**config.mk**
```make
export PLATFORM = sky130hd
export DESIGN_NAME = isr_status_top
export DESIGN_NICKNAME = d
export VERILOG_FILES = /design/src/isr_pkg.sv /design/src/isr_scpi_reg.sv /design/src/isr_status_top.sv
export SDC_FILE = /design/constraint.sdc
export NUM_CORES = 1
export LEC_CHECK = 0
export BUFFER_PORTS_ARGS = -buffer_cell sky130_fd_sc_hd__buf_4
export CAP_MARGIN = 25
export CORE_MARGIN = 2
export CORE_UTILIZATION = 35
export DETAILED_ROUTE_END_ITERATION = 8
export PLACE_DENSITY = 0.56
export SLEW_MARGIN = 25
export SYNTH_ARGS = -nofsm -noshare
export SYNTH_HDL_FRONTEND = slang
export SYNTH_HIERARCHICAL = 1
export SYNTH_SLANG_ARGS = --single-unit
export TNS_END_PERCENT = 5
```
**constraint.sdc**
```tcl
create_clock -name i_clk -period 3.45 [get_ports i_clk]
set_input_delay 0.345 -clock i_clk [delete_from_list [all_inputs] [get_ports i_clk]]
set_output_delay 0.345 -clock i_clk [all_outputs]
set_load 0.05 [all_outputs]
```
**src/isr_pkg.sv**
```systemverilog
// Purpose: shared constants and carriers for the status reporting block
// Assumes: one system clock, asynchronous active-low power-on reset
// Notes:   bit positions follow the status byte and standard event layouts
package isr_pkg;

    // ************************************************************
    // status byte bit positions
    // ************************************************************
    localparam int STB_QUEUE_BIT = 2;
    localparam int STB_QUES_BIT  = 3;
    localparam int STB_MAV_BIT   = 4;
    localparam int STB_ESB_BIT   = 5;
    localparam int STB_RQS_BIT   = 6;
    localparam int STB_OPER_BIT  = 7;

    // ************************************************************
    // standard event bit positions
    // ************************************************************
    localparam int SEV_OPC_BIT = 0;
    localparam int SEV_QYE_BIT = 2;
    localparam int SEV_DDE_BIT = 3;
    localparam int SEV_EXE_BIT = 4;
    localparam int SEV_CME_BIT = 5;
    localparam int SEV_PON_BIT = 7;

    // ************************************************************
    // widths and reset / preset values
    // ************************************************************
    localparam int SCPI_W = 16;
    localparam logic [SCPI_W-1:0] ENAB_RESET = 16'h0000;
    localparam logic [SCPI_W-1:0] PTR_RESET  = 16'h7FFF;
    localparam logic [SCPI_W-1:0] NTR_RESET  = 16'h0000;
    localparam logic [7:0]        BYTE_ZERO  = 8'h00;
    localparam logic [7:0]        PON_RESET  = 8'h80;

    // ************************************************************
    // register selectors for the command port
    // ************************************************************
    typedef enum logic [2:0] {
        ISR_SEL_OPER,
        ISR_SEL_QUES,
        ISR_SEL_STD,
        ISR_SEL_SRE,
        ISR_SEL_NONE
    } isr_sel_e;

    typedef enum logic [1:0] {
        ISR_FLD_ENAB,
        ISR_FLD_PTR,
        ISR_FLD_NTR
    } isr_fld_e;

    // one write from the command parser
    typedef struct packed {
        logic              valid;
        isr_sel_e          sel;
        isr_fld_e          fld;
        logic [SCPI_W-1:0] data;
    } isr_wr_s;

    // one-cycle standard event pulses from the parser
    typedef struct packed {
        logic opc_done;
        logic query_err;
        logic dev_err;
        logic exec_err;
        logic cmd_err;
    } isr_sev_s;

endpackage : isr_pkg

```
**src/isr_scpi_reg.sv**
```systemverilog
// Purpose: one SCPI status register: condition, filters, event, enable
// Assumes: condition inputs already synchronised to i_clk
// Notes:   event read clears, new transitions in the same cycle survive
`timescale 1ns/100ps
`default_nettype none
module isr_scpi_reg #(
    parameter int W = 16
) (
    // clock and reset
    input  wire logic         i_clk,
    input  wire logic         i_rst_n,
    // live condition
    input  wire logic [W-1:0] i_cond,
    // configuration writes
    input  wire logic         i_wr_enab,
    input  wire logic         i_wr_ptr,
    input  wire logic         i_wr_ntr,
    input  wire logic         i_preset,
    input  wire logic [W-1:0] i_wdata,
    // read of event clears it
    input  wire logic         i_rd_event,
    // status
    output logic [W-1:0]      o_cond,
    output logic [W-1:0]      o_event,
    output logic [W-1:0]      o_enab,
    output logic [W-1:0]      o_ptr,
    output logic [W-1:0]      o_ntr,
    output logic              o_summary
);

    logic [W-1:0] cond_q;
    logic [W-1:0] event_q;
    logic [W-1:0] event_d;
    logic [W-1:0] enab_q;
    logic [W-1:0] ptr_q;
    logic [W-1:0] ntr_q;
    logic [W-1:0] hit;

    // ************************************************************
    // per-bit transition filter
    // ************************************************************
    genvar b;
    generate
        for (b = 0; b < W; b++) begin : g_bit
            // rising edge reported through ptr, falling through ntr
            assign hit[b] = (ptr_q[b] & ~cond_q[b] & i_cond[b])
                          | (ntr_q[b] & cond_q[b] & ~i_cond[b]);
        end
    endgenerate

    // set wins over read-clear
    assign event_d = (i_rd_event ? '0 : event_q) | hit;

    always_ff @(posedge i_clk or negedge i_rst_n) begin
        if (!i_rst_n) begin
            cond_q  <= '0;
            event_q <= '0;
        end else begin
            cond_q  <= i_cond;
            event_q <= event_d;
        end
    end

    always_ff @(posedge i_clk or negedge i_rst_n) begin
        if (!i_rst_n) begin
            enab_q <= W'(isr_pkg::ENAB_RESET);
            ptr_q  <= W'(isr_pkg::PTR_RESET);
            ntr_q  <= W'(isr_pkg::NTR_RESET);
        end else if (i_preset) begin
            enab_q <= W'(isr_pkg::ENAB_RESET);
            ptr_q  <= W'(isr_pkg::PTR_RESET);
            ntr_q  <= W'(isr_pkg::NTR_RESET);
        end else begin
            if (i_wr_enab) enab_q <= i_wdata;
            if (i_wr_ptr)  ptr_q  <= i_wdata;
            if (i_wr_ntr)  ntr_q  <= i_wdata;
        end
    end

    assign o_cond    = cond_q;
    assign o_event   = event_q;
    assign o_enab    = enab_q;
    assign o_ptr     = ptr_q;
    assign o_ntr     = ntr_q;
    assign o_summary = |(event_q & enab_q);

endmodule : isr_scpi_reg
`default_nettype wire

```
**src/isr_status_top.sv**
```systemverilog
// Purpose: status byte, standard event register and service request logic
// Assumes: parser pulses and writes come from logic on i_clk
// Notes:   condition inputs from the instrument are synchronised here
`timescale 1ns/100ps
`default_nettype none
// Operation
// - positive filter set: latch event when condition rises
// - negative filter set: latch event when condition falls
// - both filters set: latch event on every condition change
// - both filters clear: never latch an event for that bit
// - status byte readable by serial poll and by status-byte query
// - serial poll returns request-service in bit 6, byte unchanged
// - status query returns master summary in bit 6, changes nothing
// - status byte bits 0 and 1 always read zero
// - bit 2 true while error/event queue not empty
// - bit 3 set when enabled questionable event present
// - bit 4 set when query response data is ready
// - bit 5 summarises standard event register
// - master summary when any enabled status byte bit is set
// - service request line active while request-service true
// - bit 7 set when enabled operation event present
// - standard event register reached by enable write, enable and event queries
// - event bit 0 on operation complete after pending operations finish
// - event bit 2 on query error
// - event bit 3 on device-specific error
// - event bit 4 on execution error
// - event bit 5 on command error or trigger in input buffer
// - event bit 7 set at power-up
// - reading event register clears it; condition read is live
// - summary only from event bits with enable set
module isr_status_top #(
    parameter int W = isr_pkg::SCPI_W
) (
    // clock and reset
    input  wire logic                 i_clk,
    input  wire logic                 i_rst_n,
    // instrument conditions, asynchronous
    input  wire logic [W-1:0]         i_oper_cond,
    input  wire logic [W-1:0]         i_ques_cond,
    // parser side
    input  wire isr_pkg::isr_wr_s     i_wr,
    input  wire logic                 i_preset,
    input  wire logic                 i_clear_status,
    input  wire isr_pkg::isr_sev_s    i_sev,
    input  wire logic                 i_trg_in_buffer,
    input  wire logic                 i_queue_nonempty,
    input  wire logic                 i_msg_ready,
    // reads, one-cycle strobes
    input  wire logic                 i_rd_oper_event,
    input  wire logic                 i_rd_ques_event,
    input  wire logic                 i_rd_std_event,
    input  wire logic                 i_serial_poll,
    input  wire logic                 i_stb_query,
    // read data
    output logic [W-1:0]              o_oper_event,
    output logic [W-1:0]              o_oper_cond,
    output logic [W-1:0]              o_ques_event,
    output logic [W-1:0]              o_ques_cond,
    output logic [W-1:0]              o_oper_enab,
    output logic [W-1:0]              o_ques_enab,
    output logic [W-1:0]              o_oper_ptr,
    output logic [W-1:0]              o_oper_ntr,
    output logic [W-1:0]              o_ques_ptr,
    output logic [W-1:0]              o_ques_ntr,
    output logic [15:0]               o_std_event,
    output logic [15:0]               o_std_enab,
    output logic [15:0]               o_sre,
    output logic [15:0]               o_stb_resp,
    output logic                      o_stb_resp_valid,
    // gpib service request line
    output logic                      o_srq
);

    // ************************************************************
    // condition synchronisers
    // ************************************************************
    logic [W-1:0] oper_meta_q;
    logic [W-1:0] oper_sync_q;
    logic [W-1:0] ques_meta_q;
    logic [W-1:0] ques_sync_q;

    always_ff @(posedge i_clk or negedge i_rst_n) begin
        if (!i_rst_n) begin
            oper_meta_q <= '0;
            oper_sync_q <= '0;
            ques_meta_q <= '0;
            ques_sync_q <= '0;
        end else begin
            oper_meta_q <= i_oper_cond;
            oper_sync_q <= oper_meta_q;
            ques_meta_q <= i_ques_cond;
            ques_sync_q <= ques_meta_q;
        end
    end

    // ************************************************************
    // write decode
    // ************************************************************
    wire wr_oper = i_wr.valid && (i_wr.sel == isr_pkg::ISR_SEL_OPER);
    wire wr_ques = i_wr.valid && (i_wr.sel == isr_pkg::ISR_SEL_QUES);
    wire wr_std  = i_wr.valid && (i_wr.sel == isr_pkg::ISR_SEL_STD)
                 && (i_wr.fld == isr_pkg::ISR_FLD_ENAB);
    wire wr_sre  = i_wr.valid && (i_wr.sel == isr_pkg::ISR_SEL_SRE);
    wire fld_en  = (i_wr.fld == isr_pkg::ISR_FLD_ENAB);
    wire fld_pt  = (i_wr.fld == isr_pkg::ISR_FLD_PTR);
    wire fld_nt  = (i_wr.fld == isr_pkg::ISR_FLD_NTR);
    // clear status empties event registers like a read
    wire clr_oper = i_rd_oper_event | i_clear_status;
    wire clr_ques = i_rd_ques_event | i_clear_status;

    // ************************************************************
    // scpi registers
    // ************************************************************
    logic oper_sum;
    logic ques_sum;

    isr_scpi_reg #(.W(W)) u_oper (
        .i_clk      (i_clk),
        .i_rst_n    (i_rst_n),
        .i_cond     (oper_sync_q),
        .i_wr_enab  (wr_oper & fld_en),
        .i_wr_ptr   (wr_oper & fld_pt),
        .i_wr_ntr   (wr_oper & fld_nt),
        .i_preset   (i_preset),
        .i_wdata    (i_wr.data),
        .i_rd_event (clr_oper),
        .o_cond     (o_oper_cond),
        .o_event    (o_oper_event),
        .o_enab     (o_oper_enab),
        .o_ptr      (o_oper_ptr),
        .o_ntr      (o_oper_ntr),
        .o_summary  (oper_sum)
    );

    isr_scpi_reg #(.W(W)) u_ques (
        .i_clk      (i_clk),
        .i_rst_n    (i_rst_n),
        .i_cond     (ques_sync_q),
        .i_wr_enab  (wr_ques & fld_en),
        .i_wr_ptr   (wr_ques & fld_pt),
        .i_wr_ntr   (wr_ques & fld_nt),
        .i_preset   (i_preset),
        .i_wdata    (i_wr.data),
        .i_rd_event (clr_ques),
        .o_cond     (o_ques_cond),
        .o_event    (o_ques_event),
        .o_enab     (o_ques_enab),
        .o_ptr      (o_ques_ptr),
        .o_ntr      (o_ques_ntr),
        .o_summary  (ques_sum)
    );

    // ************************************************************
    // standard event status register
    // ************************************************************
    logic [7:0] std_event_q;
    logic [7:0] std_enab_q;
    logic [7:0] sre_q;
    logic [7:0] std_set;
    logic [7:0] std_event_d;

    always_comb begin
        std_set                        = isr_pkg::BYTE_ZERO;
        std_set[isr_pkg::SEV_OPC_BIT]  = i_sev.opc_done;
        std_set[isr_pkg::SEV_QYE_BIT]  = i_sev.query_err;
        std_set[isr_pkg::SEV_DDE_BIT]  = i_sev.dev_err;
        std_set[isr_pkg::SEV_EXE_BIT]  = i_sev.exec_err;
        std_set[isr_pkg::SEV_CME_BIT]  = i_sev.cmd_err | i_trg_in_buffer;
    end

    // event query clears; a new event in the same cycle wins
    assign std_event_d = ((i_rd_std_event | i_clear_status) ? isr_pkg::BYTE_ZERO
                         : std_event_q) | std_set;

    always_ff @(posedge i_clk or negedge i_rst_n) begin
        if (!i_rst_n) begin
            std_event_q <= isr_pkg::PON_RESET;
        end else begin
            std_event_q <= std_event_d;
        end
    end

    always_ff @(posedge i_clk or negedge i_rst_n) begin
        if (!i_rst_n) begin
            std_enab_q <= isr_pkg::BYTE_ZERO;
            sre_q      <= isr_pkg::BYTE_ZERO;
        end else begin
            if (wr_std) std_enab_q <= i_wr.data[7:0];
            if (wr_sre) sre_q      <= i_wr.data[7:0];
        end
    end

    // ************************************************************
    // status byte and service request
    // ************************************************************
    logic [7:0] stb_base;
    logic       mss;
    logic       esb;

    assign esb = |(std_event_q & std_enab_q);

    always_comb begin
        stb_base                         = isr_pkg::BYTE_ZERO;
        stb_base[isr_pkg::STB_QUEUE_BIT] = i_queue_nonempty;
        stb_base[isr_pkg::STB_QUES_BIT]  = ques_sum;
        stb_base[isr_pkg::STB_MAV_BIT]   = i_msg_ready;
        stb_base[isr_pkg::STB_ESB_BIT]   = esb;
        stb_base[isr_pkg::STB_OPER_BIT]  = oper_sum;
    end

    // bit 6 position of the enable mask is masked off
    wire [7:0] sre_eff = sre_q & ~(8'h01 << isr_pkg::STB_RQS_BIT);
    assign mss = |(stb_base & sre_eff);

    // request service follows the master summary; polling never clears it
    logic       rqs_q;
    logic [7:0] resp_q;
    logic       resp_vld_q;

    always_ff @(posedge i_clk or negedge i_rst_n) begin
        if (!i_rst_n) begin
            rqs_q <= 1'b0;
        end else begin
            rqs_q <= mss;
        end
    end

    wire [7:0] poll_byte  = stb_base | ({7'h00, rqs_q} << isr_pkg::STB_RQS_BIT);
    wire [7:0] query_byte = stb_base | ({7'h00, mss} << isr_pkg::STB_RQS_BIT);

    always_ff @(posedge i_clk or negedge i_rst_n) begin
        if (!i_rst_n) begin
            resp_q     <= isr_pkg::BYTE_ZERO;
            resp_vld_q <= 1'b0;
        end else begin
            resp_vld_q <= i_serial_poll | i_stb_query;
            if (i_serial_poll) begin
                resp_q <= poll_byte;
            end else if (i_stb_query) begin
                resp_q <= query_byte;
            end
        end
    end

    assign o_stb_resp       = {8'h00, resp_q};
    assign o_stb_resp_valid = resp_vld_q;
    assign o_srq            = rqs_q;
    assign o_std_event      = {8'h00, std_event_q};
    assign o_std_enab       = {8'h00, std_enab_q};
    assign o_sre            = {8'h00, sre_q};

endmodule : isr_status_top
`default_nettype wire

```
==> flow_summary.toml, run 1 <==
[clock_network]
cts.sinks = 254
clock_path_buffers = 3
numCtsBuffers = 28
cts_root_buffer = "clkbuf_16"
cts_tree = "yes"
clkTransAtPathRegs_ns = 0.06
cts_resized = 0
htreeDepth = 1
clk_latency_ns = 0.54
cts_hold_buf = 39
cts_setup_buffers = 0

[sta]
finalSetupViolations = 0
rsz0062_at_grt = "no"
max_slew.worst_pin.slew_ns = 0.845
finalCritPeriodShare_pct = 63.7
finalMaxSlewViolations = 0
max_freq_ghz = 0.455
skew_ns = 0.0154
tns_ns = 0
hold_violations = 0
min_period_ns = 2.20
max_slew_margin_pct = 43.7

[synth]
ys_seq_area_share_pct = 65.8
yosysWarnings = 6
syn_inst = 715
ys_top_cells_by_area = "dfrtp_1 (57%), dfstp_2 (8.4%), mux2i_1 (6.8%), buf_4 (3.1%), nor2_1 (2.8%)"
synth_top_area_share_pct = 57.4
synth_cell_type_count = 36
synth_commonest_cells = "dfrtp_1 (223), nor2_1 (73), mux2i_1 (66), buf_4 (40), nand3b_1 (34)"
netlist_area_sq_um = 9720
ys.flop_type = "dfrtp_1"
synth_enable_flop_cells = 0
ys_ff_latch = 254
yosysMostFrequentCell = "dfrtp_1"
yosys.area.top_type = "dfrtp_1"
async_flop_share_pct = 100
synth.avg_cell_area_sq_um = 13.6

[setup_path]
endpoint_kind = "flop"
crit_arrival_ns = 2.60
slowest_delay_ns = 0.51
timing.critical_path.mode_cell = "a22o_1"
cp.required_ns = 3.85
cp_slowest_cell = "a221oi_1"
path_max_fanout = 3
crit_chain = "a22o_1 > a221oi_1 > nand4_1 > a22o_1 > nor2_1 > a31oi_1"
cp-start-kind = "flop"
crit_type = "flop to flop"

[global_routing]
antenna_found_initial = 1
grt_pass1_vias = 6451
grtUsageTotal_pct = 18.8
grt_max_degree = 87
gr-total-overflow = 0
grt_pass1_wl_um = 41300

[route]
ant_nets = 0
vias_per_cell = 4.60
wl_met3_um = 2220
drt_iter0_drc = 391
drt-pass1-iter-count = 4
vias = 6580
routed.top_layer = "met4"
wl_per_cell_um = 19.5
wl_met2_um = 13100
wirelength_um = 27900
wirelength_met1_um = 12300
drc = 0

[floorplan]
fp.dieW_um = 171
dieHeight_um = 171
io_pins = 297
num_rows = 61
die-area_sq_um = 29100
initial_core_util_pct = 35.3
core_area_sq_um = 27600

[power_and_ir_drop]
combPwrFrac_pct = 14.6
p_sw_mw = 2.10
p_sw_share_pct = 27.8
intPower_mw = 5.43
peakVddDrop_mv = 0.322
p_leak_nw = 5.97
p_per_area_nw_per_um2 = 566
pwr-share-seq_pct = 43.3
p_clk_share_pct = 42.1

[layout]
layout-drive-gt1-share_pct = 37.4
nets = 1100
syn2layout_area_growth_pct = 36.9
fillCellCount = 2524
final_area_sq_um = 13300

[placement]
dpl_cell_area_sq_um = 11900
io_buffers = 260
dpl.hpwl_um = 18900
globalplace.congestion = 0.722

[hold_path]
holdCritPathClass = "primary input to flop"

[job]
drv_cap = 0

[status]
outcome = "completed"
flip-flops by register name, summed over array words and instances, names as in the netlist:
name / cells
u_ques/o_enab: 16
u_ques/o_ntr: 16
resp_q: 6
oper_sync_q: 16
u_oper/o_ptr: 16
u_oper/o_event: 16
o_srq: 1
oper_meta_q: 16
std_enab_q: 8
ques_sync_q: 16
u_ques/o_cond: 16
u_ques/o_ptr: 16
o_stb_resp_valid: 1
std_event_q: 6
ques_meta_q: 16
u_oper/o_ntr: 16
u_oper/o_cond: 16
u_ques/o_event: 16
sre_q: 8
u_oper/o_enab: 16
cells in the final DEF (no fill, tap or decap), drive strengths merged, types with 2 or more instances in the layout:
cell,n
a211o,31
a21o,4
a221oi,8
a22o,13
buf,273
bufinv,5
clkbuf,36
clkinv,8
clkinvlp,2
conb,36
dfrtp,223
dfstp,31
dlygate4sd3,39
inv,3
mux2,20
mux2i,66
nand2,33
nand2b,33
nand3b,34
nand4,2
nor2,73
nor2b,31
nor3,4
o211ai,32
or2,2
power groups by stage:
stage	sequential, mW	clock (mW)	combinational (mW)
2_1_floorplan	3.68	0	0.290
3_3_place_gp	3.31	0	1.07
3_5_place_dp	3.31	0	1.07
4_1_cts	3.26	3.26	1.11
5_1_grt	3.28	3.40	1.16
6_report	3.26	3.17	1.10
through the flow:
stage                     instances  util, %  power (mW)  hold slack (ns)  setup WS [ns]
final                          1430     48.3        7.53           0.0555           1.25
after global routing           1430     48.3        7.84           0.0401           1.10
after CTS                      1429     48.3        7.63           0.0268           1.26
after detailed placement       1338     43.3        4.39            0.335           1.29
after global placement         1338     43.3        4.38            0.332           1.33
after floorplan                 750        -        3.97           0.0494           1.63
layout make-up:
type	count	area, sq um	area share [%]
antenna	1	2.50	0.0188
inverter	2	7.51	0.0564
multi-input combinational	431	2980	22.4
clock buffer	36	772	5.80
sequential	254	6390	48.1
tap	378	473	3.55
timing repair buffer	312	2460	18.5
clock inverter	16	218	1.64
per-layer routing:
metal / vias to the layer above / GRT usage [%]
met4: 0 / 3.75
li1: 3046 / -
met3: 30 / 4.40
met1: 3277 / 26.4
met5: - / 0
met2: 227 / 30.1
worst max-delay path: cells and delay by family (launching register included):
kind	cells	cell delay [ns]
AOI/OAI and AO/OA	4	1.15
and+or+nand+nor	2	0.49
DFF	1	0.43
worst paths after layout:
| kind | from | endpoint | slack, ns | cells past startpoint |
|---|---|---|---|---|
| max | u_ques/o_event[12] | resp_q[6] | 1.25 | 6 |
| min | i_queue_nonempty | resp_q[2] | 0.06 | 2 |
| max reg2reg | u_ques/o_event[12] | resp_q[6] | 1.25 | 6 |
| min reg2reg | ques_meta_q[0] | ques_sync_q[0] | 0.34 | 0 |
| max in group asynchronous | i_rst_n | u_ques/o_ptr[10] | 2.11 | 3 |
| min in group asynchronous | i_rst_n | std_event_q[4] | 0.38 | 2 |
cell families after synthesis:
group	count (synthesis)	share of synthesized area [%]
flip-flops	254	65.8
AND/OR/NAND/NOR	217	11.7
AO/OA/AOI/OAI	92	7.88
multiplexers	86	9.42
buffers and inverters	65	5.16
other	1	0.0386
Power figures use the tool's default switching activity.
==> run 2, diff against run 1 <==
--- a/config.mk
+++ b/config.mk
@@ -10,7 +10,7 @@
 export CORE_MARGIN = 2
 export CORE_UTILIZATION = 35
 export DETAILED_ROUTE_END_ITERATION = 8
-export PLACE_DENSITY = 0.56
+export PLACE_DENSITY = 0.58
 export SLEW_MARGIN = 25
 export SYNTH_ARGS = -nofsm -noshare
 export SYNTH_HDL_FRONTEND = slang
==> constraint.sdc (replaced) <==
create_clock -name i_clk -period 1.83 [get_ports i_clk]
set_input_delay 0.183 -clock i_clk [delete_from_list [all_inputs] [get_ports i_clk]]
set_output_delay 0.183 -clock i_clk [all_outputs]
set_load 0.05 [all_outputs]
==> run 2 against run 1 <==
  * Cell area increased by 3.6%
  * Core utilization grew 1.7 points
  * The flow now finishes with violations (setup timing)
  * Largest cell class unchanged
  * Largest power group is now the clock network
  * Via count grew 3.0%
==> flow_summary.toml, run 2 (synthesized netlist as in run 1, its figures left out) <==
[placement]
globalplace.congestion = 0.743
dp.cells = 1350
io_buffers = 260
dpl.hpwl_um = 19400

[layout]
n_antenna_cell = 0
layout_common_cells = "buf_4 (276), dfrtp_1 (223), nor2_1 (69)"
syn2layout_area_growth_pct = 41.8
fillCellCount = 2423
layout-drive-gt1-share_pct = 38.0
nets = 1132
regArea_sq_um = 6390
multiInputGateArea_sq_um = 3000
final_common_cell = "buf_4"
final_cells = 1461

[floorplan]
die-area_sq_um = 29100
dieHeight_um = 171
fp.dieW_um = 171
num_rows = 61
initial_core_util_pct = 35.3
io_pins = 297
core_area_sq_um = 27600

[clock_network]
clk_latency_ns = 0.53
clkTransAtPathRegs_ns = 0.06
htreeDepth = 1
cts_tree = "yes"
numCtsBuffers = 28
cts.sinks = 254
clock_path_buffers = 3
cts_root_buffer = "clkbuf_16"

[sta]
rsz0062_at_grt = "yes"
skew_ns = 0.00635
max_freq_ghz = 0.530
finalMaxSlewViolations = 0
finalSetupViolations = 1
min_period_ns = 1.89
hold_violations = 0
setup_slack_ns = -0.0585
finalCritPeriodShare_pct = 103

[setup_path]
r2r_cells = 7
crit_arrival_ns = 2.28
cp-start-kind = "flop"
cp_slowest_cell = "dfrtp_1"
timing.critical_path.mode_cell = "a22o_1"
crit_cells = 7
path_buf_inv = 1
endpoint_kind = "flop"
cp.required_ns = 2.22
path_max_fanout = 2
crit_type = "flop to flop"
critical_path.top_delay_family = "compound AO/OA/AOI/OAI gates"
slowest_delay_ns = 0.38
crit_chain = "a22o_1 > a221oi_2 > buf_4 > nand4_1 > a22o_1 > nor2_2 > a31oi_1"

[global_routing]
grt_max_degree = 69
antenna_found_initial = 1
gr-total-overflow = 0
grtUsageTotal_pct = 18.9
grt_pass1_wl_um = 41700
grt_pass1_vias = 6752

[route]
drc = 0
vias_per_cell = 4.64
vias = 6780
drt_iter0_drc = 339
drt-pass1-iter-count = 5
ant_nets = 0
wl_per_cell_um = 19.4
wirelength_um = 28300

[power_and_ir_drop]
peakVddDrop_mv = 0.816
p_leak_nw = 6.19
p_per_area_nw_per_um2 = 1060
p_total_mw = 14.6

[job]
drv_cap = 0

[hold_path]
holdCritPathClass = "primary input to flop"
whs_path_depth = 3

[status]
violations = "setup timing"
outcome = "finished with violations"
-- run 2: changes by cell type in the layout (fill, tap and decap cells not counted), moves of 5 or more --
cell,before,now
dlygate4sd3_1,39,56
buf_12,1,11
clkbuf_8,2,7
buf_4,271,276
-- run 2: repair_timing --
action	CTS	global route
endpoints found under the hold margin	323	0
gates resized for setup	3	0
hold buffers	56	0
pin swaps	3	4
buffers inserted	1	2
endpoints found under the setup margin	3	2
-- run 2: report_power, final --
group          switching (mW)  internal [mW]
clock                    2.27           4.01
sequential              0.221           5.91
combinational            1.45          0.704
total                    3.95           10.6
-- run 2: path summary, 6_finish.rpt --
kind / startpoint / end / slack [ns]
max: u_ques/o_event[5] / resp_q[6] / -0.06
min: i_stb_query / resp_q[6] / 0.01
max reg2reg: u_ques/o_event[5] / resp_q[6] / -0.06
min reg2reg: oper_meta_q[0] / oper_sync_q[0] / 0.34
max in group asynchronous: i_rst_n / u_oper/o_ptr[4] / 1.01
min in group asynchronous: i_rst_n / std_event_q[3] / 0.09
-- run 2: worst min-delay path: stages --
cell and delay, ns:
buf_4 0.08, nor2b_1 0.13, a31oi_1 0.10
-- run 2: final cells by class --
| class | instances | share of cell area [%] |
|---|---|---|
| multi-input cells | 431 | 21.7 |
| flip-flops and latches | 254 | 46.4 |
| well taps | 378 | 3.43 |
| inverters | 2 | 0.0545 |
| clock inverters | 11 | 1.49 |
| clock buffers | 41 | 6.10 |
| repair buffers | 344 | 20.8 |
-- run 2: metrics by stage --
| stage | setup WS [ns] | utilization, % | instance area, sq um | TNS, ns | hold WS, ns |
|---|---|---|---|---|---|
| final | -0.0585 | 50.0 | 13800 | -0.0585 | 0.0137 |
| after global routing | -0.176 | 50.0 | 13800 | -0.279 | 0.00623 |
| after CTS | -0.0637 | 50.0 | 13800 | -0.0662 | 0.00120 |
| after detailed placement | -0.221 | 44.1 | 12100 | -0.408 | 0.0453 |
| after global placement | -0.0766 | 44.1 | 12100 | -0.125 | 0.0506 |
| after floorplan | 0.105 | - | 9850 | 0 | -0.113 |
-- run 2: routing by layer --
layer	track usage (%)	share of wire, %	wire length, um
met1	26.1	45	12600
met2	30.9	47	13400
met3	4.44	7.0	1980
met4	3.64	1.1	310
met5	0	0.039	11
